File: src/hw/t1fis_pkg.sv
`default_nettype none
package t1fis_pkg;
  // register byte offsets
  localparam int ADR_W = 4;
  localparam logic [3:0] OFS_STATUS = 4'h0;
  localparam logic [3:0] OFS_ENABLE = 4'h4;
  localparam logic [3:0] OFS_CTRL = 4'h8;
  localparam logic [3:0] OFS_LOSS = 4'hC;

  // framer_event_status bit positions
  localparam int BIT_YEL_CHG = 7;
  localparam int BIT_YEL_LIVE = 6;
  localparam int BIT_SIG = 5;
  localparam int BIT_ALIGN = 4;
  localparam int BIT_LOSS_CHG = 3;
  localparam int BIT_MIMIC = 2;
  localparam int BIT_CRC6 = 1;
  localparam int BIT_FBIT = 0;
  localparam logic [7:0] STICKY_MASK = 8'hBF;
  localparam logic [7:0] WCLR_MASK = 8'h3F;
  localparam logic [7:0] STATUS_RST = 8'h00;
  localparam logic [7:0] ENABLE_RST = 8'h00;

  // control register fields
  localparam int CTRL_YEL_SW = 2;
  localparam int CTRL_RBS_EN = 3;
  localparam logic [7:0] CTRL_MASK = 8'h0C;
  localparam logic [7:0] CTRL_RST = 8'h00;

  // loss-of-frame configuration fields
  localparam int LOSS_W = 4;
  localparam int LOSS_THR_LSB = 0;
  localparam int LOSS_WIN_LSB = 8;
  localparam logic [LOSS_W-1:0] LOSS_THR_RST = 4'h2;
  localparam logic [LOSS_W-1:0] LOSS_WIN_RST = 4'h4;

  // signaling channels
  localparam int NCH_DEF = 24;
  localparam int CHAN_W = 5;

  typedef enum logic [1:0] {
    ST_INFRAME = 2'b01,
    ST_OOF = 2'b10
  } t1fis_frm_e;

  typedef struct packed {
    logic align_shift;
    logic mimic;
    logic crc6_err;
    logic fbit_err;
    logic fbit_ok;
    logic reframe;
  } t1fis_rx_s;

  typedef struct packed {
    logic valid;
    logic [CHAN_W-1:0] chan;
    logic [3:0] abcd;
  } t1fis_sig_s;
endpackage
`default_nettype wire

File: src/hw/t1fis_flag.sv
`default_nettype none
module t1fis_flag (
  // clock and reset
  input wire logic clk_i,
  input wire logic rst_i,
  // set and clear requests
  input wire logic set_i,
  input wire logic clr_i,
  // sticky state
  output logic q_o
);
  // set wins over a clear in the same cycle
  always_ff @(posedge clk_i) begin
    if (rst_i) begin
      q_o <= 1'b0;
    end else if (set_i) begin
      q_o <= 1'b1;
    end else if (clr_i) begin
      q_o <= 1'b0;
    end
  end
endmodule
`default_nettype wire

File: src/hw/t1fis_top.sv
// Local design decisions: the register addresses and the Wishbone slave port.
`default_nettype none
// Behaviour
// - sticky flags (bits 7, 5-0) hold until status read or, for bits 5-0 only, a one is written to them
// - bit 7 latches yellow alarm state change
// - bit 6 shows live yellow alarm
// - switch bit selects egress yellow source
// - bit 5 sets on signaling change
// - signaling flag only with robbed-bit enabled
// - bit 4 sets on alignment shift
// - bit 3 sets on loss declare and clear
// - loss declared at threshold errors in window
// - bit 2 sets on frame mimic
// - bit 1 sets on crc-6 error
// - bit 0 sets on framing bit error
// - framing errors below threshold keep frame state
// - interrupt only for enabled set flags
// - enables reset to zero, one enables
module t1fis_top #(
  parameter int NCH = t1fis_pkg::NCH_DEF
) (
  // clock and reset
  input wire logic clk_i,
  input wire logic rst_i,
  // wishbone slave
  input wire logic wb_cyc_i,
  input wire logic wb_stb_i,
  input wire logic wb_we_i,
  input wire logic [t1fis_pkg::ADR_W-1:0] wb_adr_i,
  input wire logic [3:0] wb_sel_i,
  input wire logic [31:0] wb_dat_i,
  output logic [31:0] wb_dat_o,
  output logic wb_ack_o,
  // receive framer events
  input wire t1fis_pkg::t1fis_rx_s rx_evt_i,
  input wire t1fis_pkg::t1fis_sig_s sig_i,
  input wire logic yel_ingress_i,
  input wire logic yel_egress_i,
  // status outputs
  output logic frame_loss_o,
  output logic irq_o
);
  import t1fis_pkg::*;

  logic [7:0] enable;
  logic [7:0] ctrl;
  logic [LOSS_W-1:0] loss_thr;
  logic [LOSS_W-1:0] loss_win;
  logic yel_live;
  wire [7:0] flags;
  wire [7:0] ev;
  wire [7:0] clr;

  // bus decode
  wire bus_req = wb_cyc_i & wb_stb_i & ~wb_ack_o;
  wire bus_wr = bus_req & wb_we_i;
  wire bus_rd = bus_req & ~wb_we_i;
  wire hit_status = (wb_adr_i == OFS_STATUS);
  wire hit_enable = (wb_adr_i == OFS_ENABLE);
  wire hit_ctrl = (wb_adr_i == OFS_CTRL);
  wire hit_loss = (wb_adr_i == OFS_LOSS);
  wire lane0_wr = bus_wr & wb_sel_i[0];
  wire lane1_wr = bus_wr & wb_sel_i[1];

  wire [31:0] loss_word = {20'h0_0000, loss_win, 4'h0, loss_thr};
  wire [31:0] rd_word = hit_status ? {24'h00_0000, flags} :
                        hit_enable ? {24'h00_0000, enable} :
                        hit_ctrl ? {24'h00_0000, ctrl} :
                        hit_loss ? loss_word : 32'h0000_0000;

  wire rd_clear = bus_rd & hit_status;
  wire [7:0] wr_clear = (lane0_wr & hit_status) ?
                        (wb_dat_i[7:0] & WCLR_MASK) : 8'h00;
  assign clr = ({8{rd_clear}} & STICKY_MASK) | wr_clear;

  always_ff @(posedge clk_i) begin
    if (rst_i) begin
      wb_ack_o <= 1'b0;
      wb_dat_o <= 32'h0000_0000;
    end else begin
      wb_ack_o <= bus_req;
      if (bus_rd) begin
        wb_dat_o <= rd_word;
      end
    end
  end

  always_ff @(posedge clk_i) begin
    if (rst_i) begin
      enable <= ENABLE_RST;
      ctrl <= CTRL_RST;
      loss_thr <= LOSS_THR_RST;
      loss_win <= LOSS_WIN_RST;
    end else begin
      if (lane0_wr && hit_enable) begin
        enable <= wb_dat_i[7:0] & STICKY_MASK;
      end
      if (lane0_wr && hit_ctrl) begin
        ctrl <= wb_dat_i[7:0] & CTRL_MASK;
      end
      if (lane0_wr && hit_loss) begin
        loss_thr <= wb_dat_i[LOSS_THR_LSB +: LOSS_W];
      end
      if (lane1_wr && hit_loss) begin
        loss_win <= wb_dat_i[LOSS_WIN_LSB +: LOSS_W];
      end
    end
  end

  wire yel_sel = ctrl[CTRL_YEL_SW] ? yel_egress_i : yel_ingress_i;

  always_ff @(posedge clk_i) begin
    if (rst_i) begin
      yel_live <= 1'b0;
    end else begin
      yel_live <= yel_sel;
    end
  end

  // signaling history per channel
  logic [3:0] sig_mem [NCH];
  logic [NCH-1:0] sig_seen;
  wire chan_ok = sig_i.valid & (sig_i.chan < CHAN_W'(NCH));
  wire sig_diff = sig_seen[sig_i.chan] &
                  (sig_mem[sig_i.chan] != sig_i.abcd);
  wire sig_chg = chan_ok & ctrl[CTRL_RBS_EN] & sig_diff;

  always_ff @(posedge clk_i) begin
    if (rst_i) begin
      sig_seen <= '0;
    end else if (chan_ok) begin
      sig_seen[sig_i.chan] <= 1'b1;
      sig_mem[sig_i.chan] <= sig_i.abcd;
    end
  end

  // frame loss detector
  t1fis_frm_e frm_state;
  t1fis_frm_e next_state;
  logic [LOSS_W-1:0] win_cnt;
  logic [LOSS_W-1:0] err_cnt;
  logic [LOSS_W-1:0] next_win;
  logic [LOSS_W-1:0] next_err;
  wire fbit_seen = rx_evt_i.fbit_ok | rx_evt_i.fbit_err;
  wire [LOSS_W:0] err_sum = {1'b0, err_cnt} +
                            {{LOSS_W{1'b0}}, rx_evt_i.fbit_err};
  wire [LOSS_W:0] win_sum = {1'b0, win_cnt} + {{LOSS_W{1'b0}}, 1'b1};
  wire thr_hit = (loss_thr != '0) & (err_sum >= {1'b0, loss_thr});
  wire win_end = (win_sum >= {1'b0, loss_win});
  wire declare = (frm_state == ST_INFRAME) & fbit_seen & thr_hit;
  wire regain = (frm_state == ST_OOF) & rx_evt_i.reframe;

  // framing errors below threshold do not drop frame
  always_comb begin
    next_state = frm_state;
    next_win = win_cnt;
    next_err = err_cnt;
    case (frm_state)
      ST_INFRAME: begin
        if (declare) begin
          next_state = ST_OOF;
          next_win = '0;
          next_err = '0;
        end else if (fbit_seen && win_end) begin
          next_win = '0;
          next_err = '0;
        end else if (fbit_seen) begin
          next_win = win_sum[LOSS_W-1:0];
          next_err = err_sum[LOSS_W-1:0];
        end
      end
      ST_OOF: begin
        if (regain) begin
          next_state = ST_INFRAME;
        end
      end
      default: begin
        next_state = ST_INFRAME;
      end
    endcase
  end

  always_ff @(posedge clk_i) begin
    if (rst_i) begin
      frm_state <= ST_INFRAME;
      win_cnt <= '0;
      err_cnt <= '0;
      frame_loss_o <= 1'b0;
    end else begin
      frm_state <= next_state;
      win_cnt <= next_win;
      err_cnt <= next_err;
      frame_loss_o <= (next_state == ST_OOF);
    end
  end

  assign ev[BIT_YEL_CHG] = yel_sel ^ yel_live;
  assign ev[BIT_YEL_LIVE] = 1'b0;
  assign ev[BIT_SIG] = sig_chg;
  assign ev[BIT_ALIGN] = rx_evt_i.align_shift;
  assign ev[BIT_LOSS_CHG] = declare | regain;
  assign ev[BIT_MIMIC] = rx_evt_i.mimic;
  assign ev[BIT_CRC6] = rx_evt_i.crc6_err;
  assign ev[BIT_FBIT] = rx_evt_i.fbit_err;

  genvar gi;
  generate
    for (gi = 0; gi < 8; gi++) begin : g_flag
      if (gi == BIT_YEL_LIVE) begin : g_live
        assign flags[gi] = yel_live;
      end else begin : g_sticky
        t1fis_flag u_flag (
          .clk_i(clk_i),
          .rst_i(rst_i),
          .set_i(ev[gi]),
          .clr_i(clr[gi]),
          .q_o(flags[gi])
        );
      end
    end
  endgenerate

  always_ff @(posedge clk_i) begin
    if (rst_i) begin
      irq_o <= 1'b0;
    end else begin
      irq_o <= |(flags & enable & STICKY_MASK);
    end
  end

  a_read_clears: assert property (
    @(posedge clk_i) disable iff (rst_i)
    rd_clear |=> ((flags & STICKY_MASK) ==
                  ($past(ev) & STICKY_MASK)))
    else $error("status read did not clear sticky flags");

  a_yel_change: assert property (
    @(posedge clk_i) disable iff (rst_i)
    (yel_live != $past(yel_live)) |-> flags[BIT_YEL_CHG])
    else $error("yellow change not latched");

  a_live_low: assert property (
    @(posedge clk_i) disable iff (rst_i)
    (!yel_sel ##1 !yel_sel) |-> !flags[BIT_YEL_LIVE])
    else $error("live yellow bit stuck high");

  a_yel_egress: assert property (
    @(posedge clk_i) disable iff (rst_i)
    (ctrl[CTRL_YEL_SW] && yel_egress_i) |=> yel_live)
    else $error("egress yellow source not followed");

  a_yel_ingress: assert property (
    @(posedge clk_i) disable iff (rst_i)
    (!ctrl[CTRL_YEL_SW] && yel_ingress_i) |=> yel_live)
    else $error("ingress yellow source not followed");

  a_sig_set: assert property (
    @(posedge clk_i) disable iff (rst_i)
    (chan_ok && ctrl[CTRL_RBS_EN] && sig_diff) |=> flags[BIT_SIG])
    else $error("signaling change not latched");

  a_sig_gated: assert property (
    @(posedge clk_i) disable iff (rst_i)
    (!ctrl[CTRL_RBS_EN] && !flags[BIT_SIG]) |=> !flags[BIT_SIG])
    else $error("signaling flag set while disabled");

  a_align_set: assert property (
    @(posedge clk_i) disable iff (rst_i)
    rx_evt_i.align_shift |=> flags[BIT_ALIGN])
    else $error("alignment shift not latched");

  a_loss_change: assert property (
    @(posedge clk_i) disable iff (rst_i)
    $changed(frm_state) |-> (flags[BIT_LOSS_CHG] && frame_loss_o ==
                             (frm_state == ST_OOF)))
    else $error("frame loss change not latched");

  a_loss_declare: assert property (
    @(posedge clk_i) disable iff (rst_i)
    (frm_state == ST_INFRAME && rx_evt_i.fbit_err &&
     loss_thr == 4'h1) |=> (frm_state == ST_OOF))
    else $error("loss not declared at threshold");

  a_mimic_set: assert property (
    @(posedge clk_i) disable iff (rst_i)
    rx_evt_i.mimic |=> flags[BIT_MIMIC])
    else $error("frame mimic not latched");

  a_crc_set: assert property (
    @(posedge clk_i) disable iff (rst_i)
    rx_evt_i.crc6_err |=> flags[BIT_CRC6])
    else $error("crc-6 error not latched");

  a_fbit_set: assert property (
    @(posedge clk_i) disable iff (rst_i)
    rx_evt_i.fbit_err |=> flags[BIT_FBIT])
    else $error("framing bit error not latched");

  a_fe_in_frame: assert property (
    @(posedge clk_i) disable iff (rst_i)
    (frm_state == ST_INFRAME && !thr_hit) |=>
      (frm_state == ST_INFRAME))
    else $error("frame lost below threshold");

  a_irq_masked: assert property (
    @(posedge clk_i) disable iff (rst_i)
    ((flags & enable & STICKY_MASK) == 8'h00) [*2] |-> !irq_o)
    else $error("interrupt without enabled flag");

  a_enable_reset: assert property (
    @(posedge clk_i) disable iff (rst_i)
    $fell(rst_i) |-> (enable == ENABLE_RST && !irq_o))
    else $error("enables not cleared by reset");

  a_wclr_set_wins: assert property (
    @(posedge clk_i) disable iff (rst_i)
    (clr[BIT_CRC6] && rx_evt_i.crc6_err) |=> flags[BIT_CRC6])
    else $error("clear beat a coincident event");

  a_reset_zero: assert property (
    @(posedge clk_i) disable iff (rst_i)
    $fell(rst_i) |-> (flags == STATUS_RST))
    else $error("status not zero after reset");
endmodule
`default_nettype wire

File: config.mk
export PLATFORM = sky130hd
export DESIGN_NAME = t1fis_top
export DESIGN_NICKNAME = d
export VERILOG_FILES = /design/src/hw/t1fis_pkg.sv /design/src/hw/t1fis_flag.sv /design/src/hw/t1fis_top.sv
export SDC_FILE = /design/constraint.sdc
export NUM_CORES = 1
export LEC_CHECK = 0
export ABC_CLOCK_PERIOD_IN_PS = 3150
export BUFFER_PORTS_ARGS = -buffer_cell sky130_fd_sc_hd__buf_2
export CAP_MARGIN = 10
export CELL_PAD_IN_SITES_DETAIL_PLACEMENT = 0
export CELL_PAD_IN_SITES_GLOBAL_PLACEMENT = 1
export CORE_AREA = 2 2 146 120
export CTS_BUF_LIST = sky130_fd_sc_hd__clkbuf_8 sky130_fd_sc_hd__clkbuf_16
export DETAILED_ROUTE_END_ITERATION = 8
export DIE_AREA = 0 0 148 122
export PLACE_DENSITY = 0.85
export RECOVER_POWER = 50
export SYNTH_ARGS = -nofsm -noshare
export SYNTH_HDL_FRONTEND = slang
export SYNTH_SLANG_ARGS = --single-unit
File: constraint.sdc
create_clock -name clk_i -period 3.15 [get_ports clk_i]
set_input_delay 0.63 -clock clk_i [delete_from_list [all_inputs] [get_ports clk_i]]
set_output_delay 0.63 -clock clk_i [all_outputs]
set_load 0.01 [all_outputs]
# == Yosys cells after proc, flatten, opt, wreduce, memory -nomap -nowiden ==
# Memories as Yosys holds them, arrays and structs flattened.
# Cells that the tools add are included.
# totals
register_bits,94
mem_bits_rw,96
inputBits,63
output_inout_bits,35
word_cells,113
memories,1
# mem_list
memory,depth,word_bits,read_ports,rd_clocked_by_memory_dff,wr,line,source
sig_mem,24,4,1,0,1,t1fis_top.sv:121,logic [3:0] sig_mem [NCH];
# classes
addsub,2
order_cmp,5
n_eq_ne,7
n_mux,36
bitwise,24
n_reduce_logical,18
# op_table
operator,n
12-bit 2-to-1 mux,4
4-bit 2-to-1 mux,6
24-bit OR,1
1-bit 2-to-1 mux,20
1-bit AND,16
2-bit nonzero test,7
5-bit by 4-bit >= comparator with 1-bit output,2
8-bit AND,1
4-bit equality test (second input constant),2
8-bit by 6-bit OR with 8-bit output,1
7-bit OR reduction,1
1-bit logical AND,6
5-bit by 6-bit < comparator with 1-bit output (second input constant),1
6-bit 2-to-1 mux,1
4-bit by 1-bit adder with 5-bit output,1
4-bit by 1-bit adder with 5-bit output (second input constant),1
1-bit binary-select mux with 5-bit select,1
1-bit demux with 5-bit select,1
5-bit by 1-bit >= comparator with 1-bit output (second input constant),1
5-bit < comparator (second input constant),1
2-bit equality test (second input constant),2
4-bit by 3-bit equality test with 1-bit output (second input constant),1
4-bit zero test,1
2-bit 2-to-1 mux,2
other kinds (9),11

# == Longest topological paths before layout ==
# depth
word_depth,9
ltp_mapped,10
mapped_depth_nobuf,10

# == Cells and area by module ==
# Synthesis repeated with hierarchy kept, for this count alone.
# unflattened
hier_cells,611
area_unflattened_um2,7523.5
# modules_own_cells
mod,n_inst,cells_each,area_per_inst_um2,seq_area_each_um2
t1fis_top,1,583,7252.0,4224.1
t1fis_flag,7,4,38.8,20.0

# == Worst setup path before layout ==
# No wires, ideal clock.
# synth_path
kind,input port to flip-flop
startpoint,input port rx_evt_i[2] (netlist name)
endpoint,register frame_loss_o
setup_time_ps,60
t_arrival_ps,2201
required_ps,3090
path_slack_ps,889
cell_stages,9
n_path_buf,0
cell_sequence,ha_1 ha_1 ha_1 a21o_1 a21oi_1 o21ai_0 nand2_1 a21boi_0 and3_1
# synth_via
elab_chain_len,7
word_cells_on_any_way,9
cone_classes,add/sub: 1; order compare: 1; eq/ne: 1; mux: 2; bitwise: 4
# synth_rtl
item,line,source
"start, declared",t1fis_top.sv:35,"input wire t1fis_pkg::t1fis_rx_s rx_evt_i,"
4-bit by 1-bit adder with 5-bit output,t1fis_top.sv:145,"wire [LOSS_W:0] err_sum = {1'b0, err_cnt} +"
5-bit by 4-bit >= comparator with 1-bit output,t1fis_top.sv:148,"wire thr_hit = (loss_thr != '0) & (err_sum >= {1'b0, loss_thr});"
1-bit AND,t1fis_top.sv:148,
1-bit AND *,t1fis_top.sv:150,wire declare = (frm_state == ST_INFRAME) & fbit_seen & thr_hit;
2-bit 2-to-1 mux *,t1fis_top.sv:160,if (declare) begin
2-bit case mux with 2 select lines *,t1fis_top.sv:158,case (frm_state)
2-bit equality test *,t1fis_top.sv:193,frame_loss_o <= (next_state == ST_OOF);
"end signal, assigned",t1fis_top.sv:193,
"end, declared",t1fis_top.sv:40,"output logic frame_loss_o,"
# Every way passes the cells marked *; elsewhere a longest branch is shown, timed or not.
# A chain may end at the register's enable or synchronous reset.

# == Final worst setup path ==
# layout_path
startpoint,register win_cnt[0]
endpoint,register err_cnt[1]
# layout_via
elab_chain_len,5
word_cells_on_any_way,7
cone_classes,add/sub: 1; order compare: 1; mux: 2; reduce/logical: 3
# layout_rtl
item,line,source
"start, declared",t1fis_top.sv:140,logic [LOSS_W-1:0] win_cnt;
"start signal, assigned",t1fis_top.sv:191,win_cnt <= next_win;
4-bit by 1-bit adder with 5-bit output *,t1fis_top.sv:147,"wire [LOSS_W:0] win_sum = {1'b0, win_cnt} + {{LOSS_W{1'b0}}, 1'b1};"
5-bit by 4-bit >= comparator with 1-bit output *,t1fis_top.sv:149,"wire win_end = (win_sum >= {1'b0, loss_win});"
1-bit logical AND *,t1fis_top.sv:164,end else if (fbit_seen && win_end) begin
3-bit nonzero test (no line) / 4-bit 2-to-1 mux (equally long branches),n/a,
2-bit AND reduction (no line) / 4-bit 2-to-1 mux (equally long branches),n/a,
"end signal, assigned",t1fis_top.sv:192,err_cnt <= next_err;
"end, declared",t1fis_top.sv:141,logic [LOSS_W-1:0] err_cnt;
# Marks and branches as above.

==> flow_metrics.py <==
metrics = {
    "status": {
        "status": "complete, no violations",
    },
    "synthesis": {
        "synthMuxAreaShare": 0.1182,
        "synth_seq_cells": 170,
        "syn_inst": 618,
        "syn-mean-instance-area_um2": 12.10,
        "synth_edf_count": 96,
        "synth_cell_types": 58,
        "synth_xor_area_frac": 0.01054,
        "synthAdderAreaFrac": 0.02176,
        "synthArstFlopShare": 0,
        "synth_compound_area_frac": 0.08887,
        "synthFlopType": "edfxtp_1",
        "synth_simple_gate_area_frac": 0.1064,
        "syn_area_um2": 7476,
        "yosysSeqAreaShare": 0.5838,
        "synth_top_family_by_area": "multiplexers",
        "ys_warn_count": 0,
    },
    "global_routing": {
        "grt_start_max_net_pins": 73,
        "globalRouteTotalUtil": 0.1802,
        "grt_pass1_wl_um": 24830,
        "antenna_found_initial": 0,
        "overflow": 0,
        "grt_pass1_vias": 4776,
    },
    "cts": {
        "cts.sinks": 170,
        "max-clock-path-buffers": 2,
        "cts_tree": "yes",
        "cts_resized": 0,
        "htreeDepth": 4,
        "cts_root_buf": "clkbuf_16",
        "clkTransAtPathRegs_ns": 0.07,
        "cts_setup_buffers": 0,
        "cts_inserted_buffers": 17,
        "clk_latency_ns": 0.42,
        "cts_hold_buffers": 0,
    },
    "worst_hold_path": {
        "hp-start": "rx_evt_i[5]",
        "hold_depth": 3,
        "worstHoldPathType": "primary input to flop",
        "hold_end": "g_flag[4].g_sticky.u_flag.q_o",
    },
    "cells_and_area": {
        "final_layout_size_suffix_gt1_frac": 0.1363,
        "n_antenna_cell": 0,
        "design_area_um2": 8327,
        "syn2layout_area_growth_pct": 11.38,
        "layout_common_cells": "edfxtp_1, dfxtp_1, nor2_1",
        "final_common_cell": "edfxtp_1",
        "fin_nets": 738,
    },
    "worst_setup_path": {
        "r2r-end": "err_cnt[1]",
        "r2r_setup_slack_ns": 0.66,
        "cp-end-kind": "flop",
        "critPathMaxFanout": 6,
        "r2r_start": "win_cnt[0]",
        "critical_path_class": "flop to flop",
        "crit_arrival_ns": 2.83,
        "cp-start-kind": "flop",
        "required_ns": 3.49,
        "r2r_cells": 8,
    },
    "power": {
        "vdd_ir_drop_max_v": 0.0003801,
        "p_int_uw": 3841,
        "p_seq_frac": 0.484,
        "switching_share": 0.2404,
        "p_comb_frac": 0.099,
        "switchingPower_uw": 1215,
        "power.density_nw_per_um2": 607.2,
        "pwr-share-clk": 0.418,
        "p_leak_uw": 0.003137,
    },
    "routing": {
        "viasPerCell": 5.483,
        "drt-total-wl_um": 15840,
        "firstDrtPassIters": 5,
        "num_vias": 4935,
        "drtIter0Drc": 526,
        "ant_nets": 0,
        "drcViolationCount": 0,
        "wl_per_cell_um": 17.60,
    },
    "floorplanning": {
        "num_io_pins": 98,
        "die_h_um": 122,
        "rows": 43,
        "initial_core_util": 0.4454,
        "dieArea_um2": 18060,
        "die_w_um": 148,
        "fp.coreArea_um2": 16790,
    },
    "timing": {
        "finalHoldViolations": 0,
        "fin_skew_ns": 0.005907,
        "clock.fmax_ghz": 0.4018,
        "setup_tns_ns": 0,
        "rsz0062_at_grt": "false",
        "fin_crit_ns": 2.489,
        "setup-violations-final": 0,
        "drv_slew": 0,
        "slew_headroom": 0.06382,
        "final.period_utilization": 0.7902,
        "worst_pin_slew_ns": 1.404,
    },
    "placed_design": {
        "place_congestion": 0.8300,
        "portBuffers": 54,
        "dp_hpwl_um": 10810,
        "place_area_um2": 7754,
    },
    "run": {
        "cap_viol_max_count": 0,
    },
}
[area by class of cell]
type                            instances  area, um2
Clock buffer                           17      425.4
Clock inverter                         15      175.2
Fill cell                            1472       8459
Inverter                               36      135.1
Multi-Input combinational cell        379       2660
Sequential cell                       170       4364
Tap cell                              225      281.5
Timing Repair Buffer                   58      285.3
[state kept, by name (all words and copies together), names as in the netlist]
name	flops
sig_mem	96
ctrl	2
err_cnt	4
wb_dat_o	12
wb_ack_o	1
yel_live	1
win_cnt	4
g_flag.g_sticky.u_flag.q_o	7
frm_state	2
loss_thr	4
frame_loss_o	1
irq_o	1
loss_win	4
enable	7
sig_seen	24
[Yosys cell counts (all sizes together), types with 2 or more instances]
library cell	instances	share of area
a22oi	23	0.024
a21o	3	0.0030
buf	32	0.037
a21boi	2	0.0025
dfxtp	74	0.20
mux2i	52	0.070
and2	3	0.0028
o22ai	24	0.020
nor4	5	0.0042
nand2b	4	0.0033
a211o	2	0.0023
mux2	2	0.0030
or2	4	0.0033
a21oi	23	0.015
inv	36	0.018
ha	13	0.022
mux4	14	0.046
nand4b	2	0.0023
nor2b	7	0.0059
xnor2	3	0.0035
and2b	2	0.0023
edfxtp	96	0.39
a22o	2	0.0023
and3	5	0.0042
nand2	32	0.016
a31oi	6	0.0050
nor2	65	0.033
a221oi	2	0.0023
nor3	6	0.0040
o21ai	7	0.0047
xor2	6	0.0070
clkbuf	19	0.010
nand3	31	0.021
[worst max path at each step]
stage	from	to	slack, ns
global placement	sig_i[4]	g_flag[5].g_sticky.u_flag.q_o	0.37
CTS	win_cnt[0]	err_cnt[1]	0.70
global route	win_cnt[0]	err_cnt[1]	0.45
detailed placement	sig_i[4]	g_flag[5].g_sticky.u_flag.q_o	0.38
finish	win_cnt[0]	err_cnt[1]	0.66
floorplan	rx_evt_i[2]	frame_loss_o	0.89
[cells by family (layout without fill, tap and decap cells)]
logic type,Yosys count,in the layout
AOI/OAI and AO/OA,99,99
xor gates and xnor gates,9,9
adders and majority gates,13,13
buffers and inverters,88,126
DFF,170,170
muxes,68,68
other,1,20
and+or+nand+nor,170,170
[metal layers]
| layer | up-vias | part of all wire | global-route usage |
|---|---|---|---|
| li1 | 2314 | - | - |
| met1 | 2438 | 0.46 | 0.2401 |
| met2 | 166 | 0.48 | 0.2891 |
| met3 | 17 | 0.052 | 0.04757 |
| met4 | 0 | 0.013 | 0.05893 |
| met5 | - | 0 | 0 |
[critical path, cell delays in order (launching register included)]
cell	delay, ns
dfxtp_1	0.35
ha_1	0.33
ha_1	0.27
a21o_1	0.16
a21o_1	0.19
a2111oi_2	0.48
a21boi_2	0.39
a22oi_1	0.12
nor2_1	0.12
[stage by stage]
step | utilization | hold WS [ns] | instances | setup WS, ns | power [uW]
floorplan | - | 0.4473 | 637 | 0.8890 | 2861
global placement | 0.4619 | 0.4379 | 868 | 0.3682 | 2949
detailed placement | 0.4619 | 0.4492 | 868 | 0.3834 | 2985
global route | 0.4960 | 0.4323 | 900 | 0.4475 | 5224
finish | 0.4960 | 0.4391 | 900 | 0.6609 | 5056
CTS | 0.4977 | 0.4260 | 900 | 0.6994 | 5075
[power by group through the flow]
| stage | Combinational [uW] | Clock (uW) | Sequential, uW |
|---|---|---|---|
| after global routing | 556 | 2220 | 2450 |
| after CTS | 495 | 2140 | 2440 |
| after floorplan | 383 | 0 | 2480 |
| final | 498 | 2110 | 2440 |
| after global placement | 465 | 0 | 2480 |
| after detailed placement | 495 | 0 | 2490 |
Power figures use the tool's default switching activity.
